File: config.mk
export PLATFORM = sky130hd
export DESIGN_NAME = wsr_core
export DESIGN_NICKNAME = d
export VERILOG_FILES = /design/src/core/wsr_pkg.sv /design/src/core/wsr_core.sv /design/src/core/wsr_sync.sv
export SDC_FILE = /design/constraint.sdc
export NUM_CORES = 1
export LEC_CHECK = 0
export ABC_AREA = 1
export BUFFER_PORTS_ARGS = -buffer_cell sky130_fd_sc_hd__buf_2
export CAP_MARGIN = 20
export CORE_UTILIZATION = 48
export CTS_CLUSTER_SIZE = 10
export DETAILED_ROUTE_END_ITERATION = 10
export PLACE_DENSITY = 0.74
export SLEW_MARGIN = 10
export SYNTH_ARGS = -nofsm -noshare
export SYNTH_HDL_FRONTEND = slang
export SYNTH_SLANG_ARGS = --single-unit
File: constraint.sdc
create_clock -name aclk -period 1.5 [get_ports aclk]
set_input_delay 0.45 -clock aclk [delete_from_list [all_inputs] [get_ports aclk]]
set_output_delay 0.45 -clock aclk [all_outputs]
set_load 0.005 [all_outputs]
File: src/core/wsr_pkg.sv
// wsr_pkg: register map, field positions, reset values and timing constants
package wsr_pkg;

  // ---------------------------------------------------------------------------
  // register byte offsets
  // ---------------------------------------------------------------------------
  localparam logic [7:0] PMC_OFS  = 8'h00; // power_mgmt_control_reg
  localparam logic [7:0] HWC_OFS  = 8'h04; // hardware_config_reg
  localparam logic [7:0] IST_OFS  = 8'h08; // interrupt_status_reg
  localparam logic [7:0] GWK_OFS  = 8'h0C; // pin-7 wake config
  localparam logic [7:0] WUC_OFS  = 8'h10; // wakeup_control_reg
  localparam logic [7:0] EVT_OFS  = 8'h14; // live event view

  // ---------------------------------------------------------------------------
  // power_mgmt_control_reg fields
  // ---------------------------------------------------------------------------
  localparam int PMC_READY  = 0;  // ready flag
  localparam int PMC_WS0    = 1;  // wake_status_bits[0], energy
  localparam int PMC_WS1    = 2;  // wake_status_bits[1], frame
  localparam int PMC_EDEN   = 3;  // energy_wake_enable
  localparam int PMC_FWEN   = 4;  // frame_wake_enable
  localparam int PMC_SUSLO  = 5;  // suspend select, 2 bits
  localparam int PMC_EPD    = 7;  // energy_powerdown_ctrl (0 = powerdown on)
  localparam int PMC_GPD    = 8;  // phy general power-down (read/write)
  localparam int PMC_SUSP   = 9;  // read-only: device suspended

  // hardware_config_reg fields
  localparam int HWC_CDEN   = 0;  // cable_detach_enable
  localparam int HWC_CDST   = 1;  // cable_detach_status (write 1 clears)
  localparam int HWC_ATT    = 2;  // read-only: attached to usb

  // interrupt_status_reg fields
  localparam int IST_P7     = 7;  // pin7_irq_status (write 1 clears)
  localparam int IST_PHY    = 8;  // read-only: phy_irq_status level

  // pin-7 wake config fields
  localparam int GWK_LUEN   = 0;  // linkup_wake_enable
  localparam int GWK_P7WK   = 1;  // pin7_wake_enable
  localparam int GWK_P7POL  = 2;  // pin7_wake_polarity
  localparam int GWK_P7EN   = 3;  // pin7_enable
  localparam int GWK_P7DIR  = 4;  // pin7_direction
  localparam int GWK_P7BUF  = 5;  // pin7_buffer_type

  // suspend select encodings
  localparam logic [1:0] SEL_ZERO  = 2'h0;
  localparam logic [1:0] SEL_ONE   = 2'h1;
  localparam logic [1:0] SEL_THREE = 2'h3;

  // ---------------------------------------------------------------------------
  // timing
  // ---------------------------------------------------------------------------
  localparam int CLK_HZ        = 20_000_000;
  localparam int POR_HOLD_MS   = 22;
  localparam int POR_HOLD_CYC  = (CLK_HZ / 1000) * POR_HOLD_MS;
  localparam int LOAD_CYC      = 16;   // eeprom load duration, cycles

  // reset values
  localparam logic [9:0] PMC_RST = 10'h180;  // powerdown off, general pd on
  localparam logic [1:0] AXI_OKAY   = 2'h0;
  localparam logic [1:0] AXI_SLVERR = 2'h2;

  // sequencer states, gray along init path
  typedef enum logic [1:0] {
    WSR_HOLD = 2'b00,
    WSR_LOAD = 2'b01,
    WSR_RUN  = 2'b11
  } wsr_seq_t;

endpackage

File: src/core/wsr_core.sv
// wsr_core: suspend, wake, cable-detach and chip reset control with axi4-lite registers
`timescale 1ns/1ps
`default_nettype none
// Contract
// - energy powerdown stops phy, activity raises irq
// - energy status bit wakes; sticky while irq
// - energy while armed returns normal, remote wake
// - set pin7 status wakes immediately once armed
// - linkup wakes, ignores pin, sets pin7 status
// - frame status bit wakes; sticky while event
// - good frame in state three wakes
// - cable detach detaches usb, stops pll
// - link or gpio reattaches without software
// - readable cable detach status bit
// - power-on holds reset 22ms, then load
// - power-on leaves phy general powerdown
// - pin reset; ready zero until done
// - pin reset puts phy general powerdown
// - pin reset ignored while unpowered
// - frame-match wake only state zero, energy one
module wsr_core #(
  parameter int POR_CYCLES = wsr_pkg::POR_HOLD_CYC  // shorten in simulation
) (
  // clock and bus reset
  input  wire logic        aclk,
  input  wire logic        aresetn,
  // axi4-lite write address / data / response
  input  wire logic [7:0]  s_axi_awaddr,
  input  wire logic        s_axi_awvalid,
  output logic             s_axi_awready,
  input  wire logic [31:0] s_axi_wdata,
  input  wire logic [3:0]  s_axi_wstrb,
  input  wire logic        s_axi_wvalid,
  output logic             s_axi_wready,
  output logic [1:0]       s_axi_bresp,
  output logic             s_axi_bvalid,
  input  wire logic        s_axi_bready,
  // axi4-lite read
  input  wire logic [7:0]  s_axi_araddr,
  input  wire logic        s_axi_arvalid,
  output logic             s_axi_arready,
  output logic [31:0]      s_axi_rdata,
  output logic [1:0]       s_axi_rresp,
  output logic             s_axi_rvalid,
  input  wire logic        s_axi_rready,
  // asynchronous chip-side inputs
  input  wire logic        ext_reset_n,     // external reset pin
  input  wire logic        vbus_present,    // high while powered
  input  wire logic        usb_suspend,     // host suspend signalling seen
  input  wire logic        phy_irq_status,  // phy internal interrupt
  input  wire logic        phy_link_up,     // phy link status
  input  wire logic        mac_wake_event,  // mac frame-match wake
  input  wire logic        mac_good_frame,  // frame passed mac filters
  input  wire logic        gpio_attach,     // programmed gpio for reattach
  // control outputs
  output logic             remote_wake,     // one-cycle remote wake pulse
  output logic             usb_attached,    // pull-up connected
  output logic             usb_pll_on,      // usb pll enable
  output logic             phy_powerdown,   // phy general power-down
  output logic             phy_energy_detect_powerdown,        // phy energy-detect powerdown
  output logic             chip_reset_n,    // internal reset to rest of chip
  output logic             eeprom_load      // eeprom load in progress
);

  // ---------------------------------------------------------------------------
  // input synchronisers
  // ---------------------------------------------------------------------------
  logic [7:0] raw_in;
  logic [7:0] syn;
  assign raw_in = {gpio_attach, mac_good_frame, mac_wake_event, phy_link_up,
                   phy_irq_status, usb_suspend, vbus_present, ext_reset_n};

  wsr_sync #(.W(8)) u_sync (
    .aclk (aclk),
    .d    (raw_in),
    .q    (syn)
  );

  wire pin_rst_n = syn[0];
  wire powered   = syn[1];
  wire susp_in   = syn[2];
  wire phy_irq   = syn[3];
  wire link_up   = syn[4];
  wire mac_evt   = syn[5];
  wire good_frm  = syn[6];
  wire gpio_att  = syn[7];

  // ---------------------------------------------------------------------------
  // reset sequencer
  // ---------------------------------------------------------------------------
  wsr_pkg::wsr_seq_t seq_r, seq_nxt;
  logic [31:0]       cnt_r, cnt_nxt;   // hold / load timer
  logic              was_off_r;        // power was absent: full power-on reset
  // pin reset counts only while powered
  wire pin_hit  = powered && !pin_rst_n;
  wire restart  = !powered || pin_hit;
  wire running  = (seq_r == wsr_pkg::WSR_RUN);

  // next-state logic of the sequencer
  always_comb begin
    seq_nxt = seq_r;
    cnt_nxt = cnt_r;
    if (restart) begin
      seq_nxt = wsr_pkg::WSR_HOLD;
      cnt_nxt = 32'h0;
    end else begin
      case (seq_r)
        wsr_pkg::WSR_HOLD: begin
          // power-on holds the full timer, pin reset releases at once
          if (!was_off_r || cnt_r >= 32'(POR_CYCLES - 1)) begin
            seq_nxt = wsr_pkg::WSR_LOAD;
            cnt_nxt = 32'h0;
          end else begin
            cnt_nxt = cnt_r + 32'h1;
          end
        end
        wsr_pkg::WSR_LOAD: begin
          if (cnt_r >= 32'(wsr_pkg::LOAD_CYC - 1)) begin
            seq_nxt = wsr_pkg::WSR_RUN;
          end else begin
            cnt_nxt = cnt_r + 32'h1;
          end
        end
        wsr_pkg::WSR_RUN: begin
          seq_nxt = seq_r;
        end
        default: begin
          seq_nxt = wsr_pkg::WSR_HOLD;
        end
      endcase
    end
  end

  // sequencer registers; bus reset counts as power-on
  always_ff @(posedge aclk) begin
    if (!aresetn) begin
      seq_r     <= wsr_pkg::WSR_HOLD;
      cnt_r     <= 32'h0;
      was_off_r <= 1'b1;
    end else begin
      seq_r     <= seq_nxt;
      cnt_r     <= cnt_nxt;
      if (!powered) begin
        was_off_r <= 1'b1;
      end else if (running) begin
        was_off_r <= 1'b0;
      end
    end
  end

  // ---------------------------------------------------------------------------
  // control registers
  // ---------------------------------------------------------------------------
  logic [1:0] sel_r;          // suspend select, held across wake
  logic       ws0_r, ws1_r;   // wake_status_bits
  logic       eden_r, fwen_r; // energy / frame wake enables
  logic       epd_r, gpd_r;   // energy powerdown ctrl, general powerdown
  logic       cden_r, cdst_r; // cable detach enable / status
  logic       p7st_r;         // pin7_irq_status
  logic [5:0] gwk_r;          // pin-7 wake config
  logic [4:0] wuc_r;          // frame-match enables
  logic       susp_r;         // device in suspend
  logic       susp_d_r;       // suspend signalling one cycle ago, for its rising edge
  logic       det_r;          // detached (cable_detach_mode)
  logic       chip_rst_r;     // chip logic in reset

  // write channel acceptance: take address and data each on its own, write once both are held
  logic       aw_r, w_r;
  logic [7:0] awa_r;
  logic [31:0] wd_r;
  logic [3:0] ws_r;
  wire  do_wr = aw_r && w_r && !s_axi_bvalid;
  wire  wr_ok = (awa_r <= wsr_pkg::EVT_OFS) && (awa_r[1:0] == 2'h0);
  wire  wb0   = do_wr && wr_ok && ws_r[0];
  wire  wb1   = do_wr && wr_ok && ws_r[1];
  wire  w_pmc = wb0 && (awa_r == wsr_pkg::PMC_OFS);
  wire  w_pmh = wb1 && (awa_r == wsr_pkg::PMC_OFS);
  wire  w_hwc = wb0 && (awa_r == wsr_pkg::HWC_OFS);
  wire  w_ist = wb0 && (awa_r == wsr_pkg::IST_OFS);
  wire  w_ish = wb1 && (awa_r == wsr_pkg::IST_OFS);
  wire  w_gwk = wb0 && (awa_r == wsr_pkg::GWK_OFS);
  wire  w_wuc = wb0 && (awa_r == wsr_pkg::WUC_OFS);

  // wake source decode
  wire st0 = susp_r && (sel_r == wsr_pkg::SEL_ZERO);
  wire st1 = susp_r && (sel_r == wsr_pkg::SEL_ONE);
  wire st3 = susp_r && (sel_r == wsr_pkg::SEL_THREE);
  wire lu_arm  = gwk_r[wsr_pkg::GWK_LUEN] && gwk_r[wsr_pkg::GWK_P7WK];
  // link-up drives pin-7 status, external pin level ignored
  wire lu_evt  = lu_arm && link_up && (st0 || st3);
  wire fm_en   = |wuc_r;
  // mac event sets the frame status whatever the enables, so it cannot be cleared under it
  wire ws1_set = mac_evt || (good_frm && !fm_en);
  wire wk_en   = eden_r && ws0_r && (st1 || !susp_r);
  wire wk_fm   = fwen_r && ws1_r && fm_en && st0;
  wire wk_gf   = ws1_r && !fm_en && st3;
  wire wk_p7   = lu_arm && p7st_r && (st0 || st3);
  // energy wake only from state one
  wire wake    = susp_r && ((wk_en && st1) || wk_fm || wk_gf || wk_p7);

  // status flag updates: hardware set beats software clear
  always_ff @(posedge aclk) begin
    if (!aresetn || chip_rst_r) begin
      ws0_r  <= 1'b0;
      ws1_r  <= 1'b0;
      p7st_r <= 1'b0;
    end else begin
      // energy status stays set while phy interrupt high
      ws0_r  <= phy_irq || (ws0_r && !(w_pmc && wd_r[wsr_pkg::PMC_WS0]));
      // frame status stays set while mac event high
      ws1_r  <= ws1_set || (ws1_r && !(w_pmc && wd_r[wsr_pkg::PMC_WS1]));
      p7st_r <= lu_evt || (p7st_r && !(w_ist && wd_r[wsr_pkg::IST_P7]));
    end
  end

  // software control fields
  always_ff @(posedge aclk) begin
    if (!aresetn || chip_rst_r) begin
      sel_r  <= wsr_pkg::SEL_ZERO;
      eden_r <= 1'b0;
      fwen_r <= 1'b0;
      epd_r  <= wsr_pkg::PMC_RST[wsr_pkg::PMC_EPD];
      gpd_r  <= wsr_pkg::PMC_RST[wsr_pkg::PMC_GPD];  // general pd after reset
      cden_r <= 1'b0;
      gwk_r  <= 6'h00;
      wuc_r  <= 5'h00;
    end else begin
      if (w_pmc) begin
        eden_r <= wd_r[wsr_pkg::PMC_EDEN];
        fwen_r <= wd_r[wsr_pkg::PMC_FWEN];
        sel_r  <= wd_r[wsr_pkg::PMC_SUSLO +: 2];
        epd_r  <= wd_r[wsr_pkg::PMC_EPD];
      end
      if (w_pmh) begin
        gpd_r  <= wd_r[wsr_pkg::PMC_GPD];
      end
      if (w_hwc) begin
        cden_r <= wd_r[wsr_pkg::HWC_CDEN];
      end else if (det_r && (link_up || gpio_att)) begin
        cden_r <= 1'b0;
      end
      if (w_gwk) begin
        gwk_r  <= wd_r[5:0];
      end
      if (w_wuc) begin
        wuc_r  <= wd_r[4:0];
      end
    end
  end

  // suspend, detach and chip reset state
  always_ff @(posedge aclk) begin
    if (!aresetn) begin
      susp_r     <= 1'b0;
      susp_d_r   <= 1'b0;
      det_r      <= 1'b0;
      cdst_r     <= 1'b0;
      chip_rst_r <= 1'b1;
    end else begin
      chip_rst_r <= !running;
      susp_d_r   <= susp_in;
      if (chip_rst_r) begin
        susp_r <= 1'b0;
        det_r  <= 1'b0;
      end else begin
        // wake wins; enter on the rising edge of suspend, so a wake is not undone
        // by signalling the host has not yet dropped; leave when the host resumes
        if (wake) begin
          susp_r <= 1'b0;
        end else if (susp_in && !susp_d_r) begin
          susp_r <= 1'b1;
        end else if (!susp_in) begin
          susp_r <= 1'b0;
        end
        // detach on enable, reattach on link or gpio
        if (det_r && (link_up || gpio_att)) begin
          det_r  <= 1'b0;
          cdst_r <= 1'b1;
        end else if (cden_r && !det_r) begin
          det_r  <= 1'b1;
        end else if (w_hwc && wd_r[wsr_pkg::HWC_CDST]) begin
          cdst_r <= 1'b0;
        end
      end
    end
  end

  // ---------------------------------------------------------------------------
  // outputs
  // ---------------------------------------------------------------------------
  always_ff @(posedge aclk) begin
    if (!aresetn) begin
      remote_wake   <= 1'b0;
      usb_attached  <= 1'b0;
      usb_pll_on    <= 1'b0;
      phy_powerdown <= 1'b1;
      phy_energy_detect_powerdown      <= 1'b0;
      chip_reset_n  <= 1'b0;
      eeprom_load   <= 1'b0;
    end else begin
      remote_wake   <= wake && !chip_rst_r;
      usb_attached  <= running && !det_r;
      usb_pll_on    <= running && !det_r;
      phy_powerdown <= !running || gpd_r;
      phy_energy_detect_powerdown      <= running && !epd_r;
      chip_reset_n  <= (seq_r != wsr_pkg::WSR_HOLD);
      eeprom_load   <= (seq_r == wsr_pkg::WSR_LOAD);
    end
  end

  // ---------------------------------------------------------------------------
  // axi4-lite slave
  // ---------------------------------------------------------------------------
  always_ff @(posedge aclk) begin
    if (!aresetn) begin
      aw_r          <= 1'b0;
      w_r           <= 1'b0;
      awa_r         <= 8'h00;
      wd_r          <= 32'h0;
      ws_r          <= 4'h0;
      s_axi_awready <= 1'b1;
      s_axi_wready  <= 1'b1;
      s_axi_bvalid  <= 1'b0;
      s_axi_bresp   <= wsr_pkg::AXI_OKAY;
    end else begin
      // ready flops always mirror a free slot
      if (s_axi_awvalid && s_axi_awready) begin
        aw_r          <= 1'b1;
        awa_r         <= s_axi_awaddr;
        s_axi_awready <= 1'b0;
      end
      if (s_axi_wvalid && s_axi_wready) begin
        w_r          <= 1'b1;
        wd_r         <= s_axi_wdata;
        ws_r         <= s_axi_wstrb;
        s_axi_wready <= 1'b0;
      end
      if (do_wr) begin
        aw_r          <= 1'b0;
        w_r           <= 1'b0;
        s_axi_awready <= 1'b1;
        s_axi_wready  <= 1'b1;
        s_axi_bvalid <= 1'b1;
        s_axi_bresp  <= wr_ok ? wsr_pkg::AXI_OKAY : wsr_pkg::AXI_SLVERR;
      end else if (s_axi_bvalid && s_axi_bready) begin
        s_axi_bvalid <= 1'b0;
      end
    end
  end
  // read data mux
  wire [31:0] pmc_rd = {22'h0, susp_r, gpd_r, epd_r, sel_r, fwen_r, eden_r,
                        ws1_r, ws0_r, running};
  wire [31:0] hwc_rd = {29'h0, !det_r, cdst_r, cden_r};
  wire [31:0] ist_rd = {23'h0, phy_irq, p7st_r, 7'h00};
  wire [31:0] evt_rd = {26'h0, gpio_att, good_frm, mac_evt, link_up, phy_irq, susp_in};
  wire [7:0]  ra     = s_axi_araddr;
  wire        rd_ok  = (ra <= wsr_pkg::EVT_OFS) && (ra[1:0] == 2'h0);
  wire [31:0] rd_mux = (ra == wsr_pkg::PMC_OFS) ? pmc_rd :
                       (ra == wsr_pkg::HWC_OFS) ? hwc_rd :
                       (ra == wsr_pkg::IST_OFS) ? ist_rd :
                       (ra == wsr_pkg::GWK_OFS) ? {26'h0, gwk_r} :
                       (ra == wsr_pkg::WUC_OFS) ? {27'h0, wuc_r} :
                       (ra == wsr_pkg::EVT_OFS) ? evt_rd : 32'h0;

  // read channel: one beat at a time
  always_ff @(posedge aclk) begin
    if (!aresetn) begin
      s_axi_rvalid <= 1'b0;
      s_axi_rdata  <= 32'h0;
      s_axi_rresp   <= wsr_pkg::AXI_OKAY;
      s_axi_arready <= 1'b1;
    end else if (s_axi_arvalid && s_axi_arready) begin
      s_axi_arready <= 1'b0;
      s_axi_rvalid <= 1'b1;
      s_axi_rdata  <= rd_mux;
      s_axi_rresp  <= rd_ok ? wsr_pkg::AXI_OKAY : wsr_pkg::AXI_SLVERR;
    end else if (s_axi_rvalid && s_axi_rready) begin
      s_axi_rvalid  <= 1'b0;
      s_axi_arready <= 1'b1;
    end
  end

endmodule
`default_nettype wire

File: src/core/wsr_sync.sv
// wsr_sync: two-flop synchroniser for a bank of asynchronous inputs
`timescale 1ns/1ps
`default_nettype none
module wsr_sync #(
  parameter int W = 1
) (
  // clock
  input  wire logic         aclk,
  // asynchronous inputs
  input  wire logic [W-1:0] d,
  // synchronised outputs
  output logic      [W-1:0] q
);

  logic [W-1:0] meta_r;  // first stage, read only by q

  // two flops in series, no reset needed
  always_ff @(posedge aclk) begin
    meta_r <= d;
    q      <= meta_r;
  end

endmodule
`default_nettype wire

Word level (Yosys, flattened, before mapping)

Cells that the tools add are included.

Register bits after elaboration: 145
Bits of input ports: 67
Output and inout bits: 48
Logic and storage cells: 193

Add/subtract/negate cells: 1
$lt $le $gt $ge: 4
Equality and inequality tests: 18
Multiplexer cells: 27
Bitwise logic cells: 3
Reductions and logical operators: 100

Operators by type and width:

| cell                  | number |
|---|---|
| $mux 32               | 2 |
| $pmux 32 s2           | 1 |
| $logic_and 1x1->1     | 50 |
| $add 32x1->32 const B | 1 |
| $eq 8x4->1 const B    | 4 |
| $ge 32x19->1 const B  | 1 |
| $ge 32x4->1 const B   | 1 |
| $eq 8x5->1 const B    | 3 |
| $mux 6                | 3 |
| $mux 9                | 2 |
| $eq 8x3->1 const B    | 2 |
| $le 8x5->1 const B    | 2 |
| $logic_not 8->1       | 2 |
| $logic_not 1->1       | 15 |
| $logic_or 1x1->1      | 14 |
| $mux 1                | 13 |
| $reduce_bool 2->1     | 6 |
| $mux 10               | 1 |
| $ne 2x2->1 const B    | 5 |
| $logic_not 2->1       | 4 |
| $mux 2                | 4 |
| $pmux 2 s3            | 1 |
| $reduce_and 3->1      | 2 |
| $reduce_or 3->1       | 2 |
| 6 further kinds       | 12 |

Longest topological paths before layout

Depth in word-level cells: 10
Depth in mapped cells: 14
Depth with buffers taken out: 14

Modules after synthesis

A second synthesis with hierarchy kept.

Cells, all modules: 730
Area total of the unflattened synthesis: 5295.1 µm²

By module, submodules not included:

| module   | instances | cells each | area an instance (µm²) | seq. area each (µm²) |
|---|---|---|---|---|
| wsr_core | 1         | 714        | 4974.8                 | 2102.0 |
| wsr_sync | 1         | 16         | 320.3                  | 320.3 |

Least setup slack after synthesis

OpenSTA, ideal clock, no wires.

Path type: reg2reg
Start: register cnt_r[0]
End: register cnt_r[15]
Setup time: 114 ps
Data arrival time: 1410 ps
Required time: 1386 ps
Slack: -24 ps
Stages on the path, launching flop included: 13
Buffers on the path: 1
Period minus slack after synthesis: 1524 ps
Path through: dfxtp_1 ha_1 nand2_1 nor2_4 inv_1 nand3_1 nor2_1 nand2_1 nand2_2 buf_6 nand4_1 o21bai_1 nor2_1

Word-level cells in the longest chain between the ends: 4
Elaborated cells on any way between the ends: 9
Classes of those cells: add/sub: 1; order compare: 2; eq/ne: 1; mux: 3; reduce/logical: 2

RTL lines:

| item                   | RTL line        | source |
|---|---|---|
| from (decl)            | wsr_core.sv:92  | `logic [31:0] cnt_r, cnt_nxt;` |
| from (signal assigned) | wsr_core.sv:142 | `cnt_r <= cnt_nxt;` |
| $ge 32x19->1           | wsr_core.sv:110 | `if (!was_off_r \|\| cnt_r >= 32'(POR_CYCLES - 1)) begin` |
| $logic_or 1x1->1       | wsr_core.sv:110 |  |
| $mux 32                | wsr_core.sv:110 |  |
| $pmux 32 s2            | wsr_core.sv:107 | `case (seq_r)` |

Several ways; a longest one is shown, not always the timed one. The select of a mux whose other input is x is not followed.
A chain may end at the register's enable or synchronous reset.

Worst setup path after layout

Start: register cnt_r[1]
End: register cnt_r[2]

Same word-level chain as after synthesis.

==> flow_summary.ini <==
[outcome]
outcome = finished with violations
violations = setup timing

[synth]
synthCells = 682
async_flop_share = 0
ys_ff_latch = 121
yosysWarnings = 0
synth_area_sq_um = 5050
synth_edf_count = 0
synthDistinctLibCells = 35
ys_seq_area_frac = 0.479
syn_area_per_cell_sq_um = 7.41
ys.flop_type = dfxtp_1

[hold_path]
min_to = u_sync.meta_r[0]$_DFF_P_
hold_path_class = in2reg
hold_start = ext_reset_n
holdPathStages = 1

[setup_path]
criticalPathCategory = reg2reg
end_kind = flip-flop
cp.required_ns = 1.95
path_cells = ha_4 -> nand2_4 -> nor2_4 -> inv_2 -> nand3_2 -> nor2_2 -> nand2_2 -> nand2_4 -> buf_12 -> nand2_1 -> or2_0 -> a21oi_1
r2r_cells = 12
critPathLaunchType = flip-flop
arrival_ns = 2.08
critPathMaxStageDelay_ns = 0.34
crit_slowest_cell = dfxtp_2
timing.rr.start = cnt_r[1]$_SDFFE_PP0P_
rrSetupSlack_ns = -0.13
crit_top_cell = nand2_4
r2r-end = cnt_r[2]$_SDFFE_PP0P_
critical_path_peak_fanout = 5

[timing]
period_share = 1.09
hold_violations = 0
setup_slack_ns = -0.128
relSlewSlack = 0.670
fin_tns_setup_ns = -2.47
min_period_ns = 1.63
rsz0062_at_grt = true
worst_slew_pin_slew_ns = 0.492
fmax_ghz = 0.614
fin_skew_ns = 0.00707
drv_slew = 0
setup_viol = 50

[floorplan]
top_level_ports = 115
die_area_sq_um = 10900
rows = 37
start_util = 0.492
core_sq_um = 10300
dieWidth_um = 105
die_y_um = 105

[global_routing]
grt.total_usage = 0.238
grt_pass1_vias = 4668
overflow = 0
antenna_found_initial = 0
grt_max_degree = 30
grt_pass1_wl_um = 20500

[route]
wl_um = 12800
firstDrtPassIters = 4
drt-initial-drc-count = 230
avgViaCountPerCell = 4.94
wl_per_cell_um = 13.1
drc = 0
num_vias = 4803
ant_nets = 0

[cells_and_area]
num-fill-cells = 836
syn2layout_area_growth_pct = 37.3
num_antenna_cells = 0
drive_gt1_frac = 0.307
utilization = 0.675
fin_nets = 893

[power_and_ir_drop]
ir_drop_v = 0.00115
p_per_area_nw_per_um2 = 1110
power.leakage_nw = 3.10
p_seq_frac = 0.440
pwr-share-comb = 0.061
p_sw_frac = 0.226
power.internal_mw = 5.99
power.switching_mw = 1.75
p_total_mw = 7.73
p_clk_frac = 0.499

[place]
gp_congestion = 0.861
portBuffers = 65
dp_hpwl_um = 8520

[clock_tree]
cts_root_buf = clkbuf_8
worstSkewPairLatency_ns = 0.53
cts.sinks = 121
cts_tree = yes
clockBufferDepth = 2
cts_hold_buffers = 0
htree_num_levels = 4
cts_buffers = 17
clk_pin_slew_ns = 0.06

[flow_run]
drv_cap = 0
worst max-delay path by stage:
stage                                       end  cells past startpoint             startpoint
global route              cnt_r[2]$_SDFFE_PP0P_                     12  cnt_r[0]$_SDFFE_PP0P_
detailed placement  s_axi_rdata[0]$_SDFFE_PN0P_                     10        s_axi_araddr[0]
CTS                      cnt_r[21]$_SDFFE_PP0P_                     13  cnt_r[0]$_SDFFE_PP0P_
global placement    s_axi_rdata[0]$_SDFFE_PN0P_                     10        s_axi_araddr[0]
floorplan                cnt_r[15]$_SDFFE_PP0P_                     12  cnt_r[1]$_SDFFE_PP0P_
finish                    cnt_r[2]$_SDFFE_PP0P_                     12  cnt_r[1]$_SDFFE_PP0P_
Yosys cell counts, drive strengths merged, types with 5 or more instances:
cell,number,share of area
o21ai,50,0.050
nand4,9,0.011
inv,88,0.065
nor3,17,0.021
xor2,7,0.012
a211oi,5,0.0074
clkbuf,8,0.0059
nor2,123,0.095
nand2,125,0.095
dfxtp,121,0.48
a21oi,43,0.043
nand3,33,0.036
buf,31,0.048
timing repair:
item | in CTS | in global routing
buffers inserted | 8 | 5
endpoints found under the setup margin | 45 | 55
resized for setup | 47 | 77
gates cloned | 3 | 1
pin swaps | 12 | 36
stage by stage:
| step | cell area [sq um] | std cells | setup slack, ns | hold slack, ns |
|---|---|---|---|---|
| floorplan | 5140 | 705 | 0.00618 | 0.310 |
| global placement | 5840 | 928 | -0.173 | 0.311 |
| detailed placement | 5840 | 928 | -0.186 | 0.312 |
| CTS | 6640 | 970 | -0.0868 | 0.00474 |
| global route | 6940 | 973 | -0.246 | 0.00543 |
| finish | 6940 | 973 | -0.128 | 0.0215 |
worst max-delay path: cells and delay by family (launching register included):
kind / cells / cell delay [ns]
compound gates: 1 / 0.17
fa+ha+maj: 1 / 0.17
buf+inv: 2 / 0.19
flops: 1 / 0.34
simple gates: 8 / 0.69
cell usage in the layout, fill, tap and decap left out, drive strengths merged:
cell / n
nor3b: 2
o211ai: 3
dfxtp: 121
buf: 138
a32oi: 1
clkinvlp: 4
conb: 24
nor2: 123
nand3b: 1
nor3: 17
o221ai: 2
ha: 1
bufinv: 2
clkbuf: 25
a31oi: 1
o21bai: 2
nand4: 9
o21ai: 50
a41oi: 2
inv: 88
clkinv: 4
or2: 2
xor2: 7
nand2: 125
nand3: 34
nor4: 1
a21oi: 43
a211oi: 5
state kept, by name (all words and copies together) (netlist names), 5 cells and up:
name and flops:
s_axi_rdata 10, wd_r 9, cnt_r 32, u_sync.q 8, awa_r 8, u_sync.meta_r 8, wuc_r 5, gwk_r 6
power groups by stage:
stage	registers (mW)	logic, mW	clock network, mW
after floorplan	3.44	0.282	0
after global placement	3.44	0.397	0
after detailed placement	3.45	0.410	0
after CTS	3.39	0.437	3.90
after global routing	3.41	0.528	4.05
final	3.40	0.470	3.86
kinds of logic after synthesis:
family | synth area share
other cells | 0.000742
flops | 0.479
fa+ha+maj | 0.00248
xor+xnor | 0.0121
compound gates | 0.117
buf+inv | 0.121
simple gates | 0.267
routing by layer:
| layer | share of wire | vias up | wire length, um | GRT usage |
|---|---|---|---|---|
| li1 | - | 2416 | - | - |
| met1 | 0.40 | 2225 | 5100 | 0.252 |
| met2 | 0.53 | 127 | 6750 | 0.440 |
| met3 | 0.041 | 35 | 523 | 0.0561 |
| met4 | 0.030 | 0 | 382 | 0.118 |
| met5 | 0 | - | 0 | 0 |
final cells by class:
cell class / count / area (sq um) / share of cell area
multi-input cells: 455 / 2450 / 0.353
flip-flops and latches: 121 / 2430 / 0.350
repair buffers: 139 / 971 / 0.140
clock buffers: 24 / 470 / 0.0678
inverters: 91 / 353 / 0.0508
well taps: 136 / 170 / 0.0245
clock inverters: 7 / 92.6 / 0.0133
No activity file was read; power rests on OpenSTA's default activity.
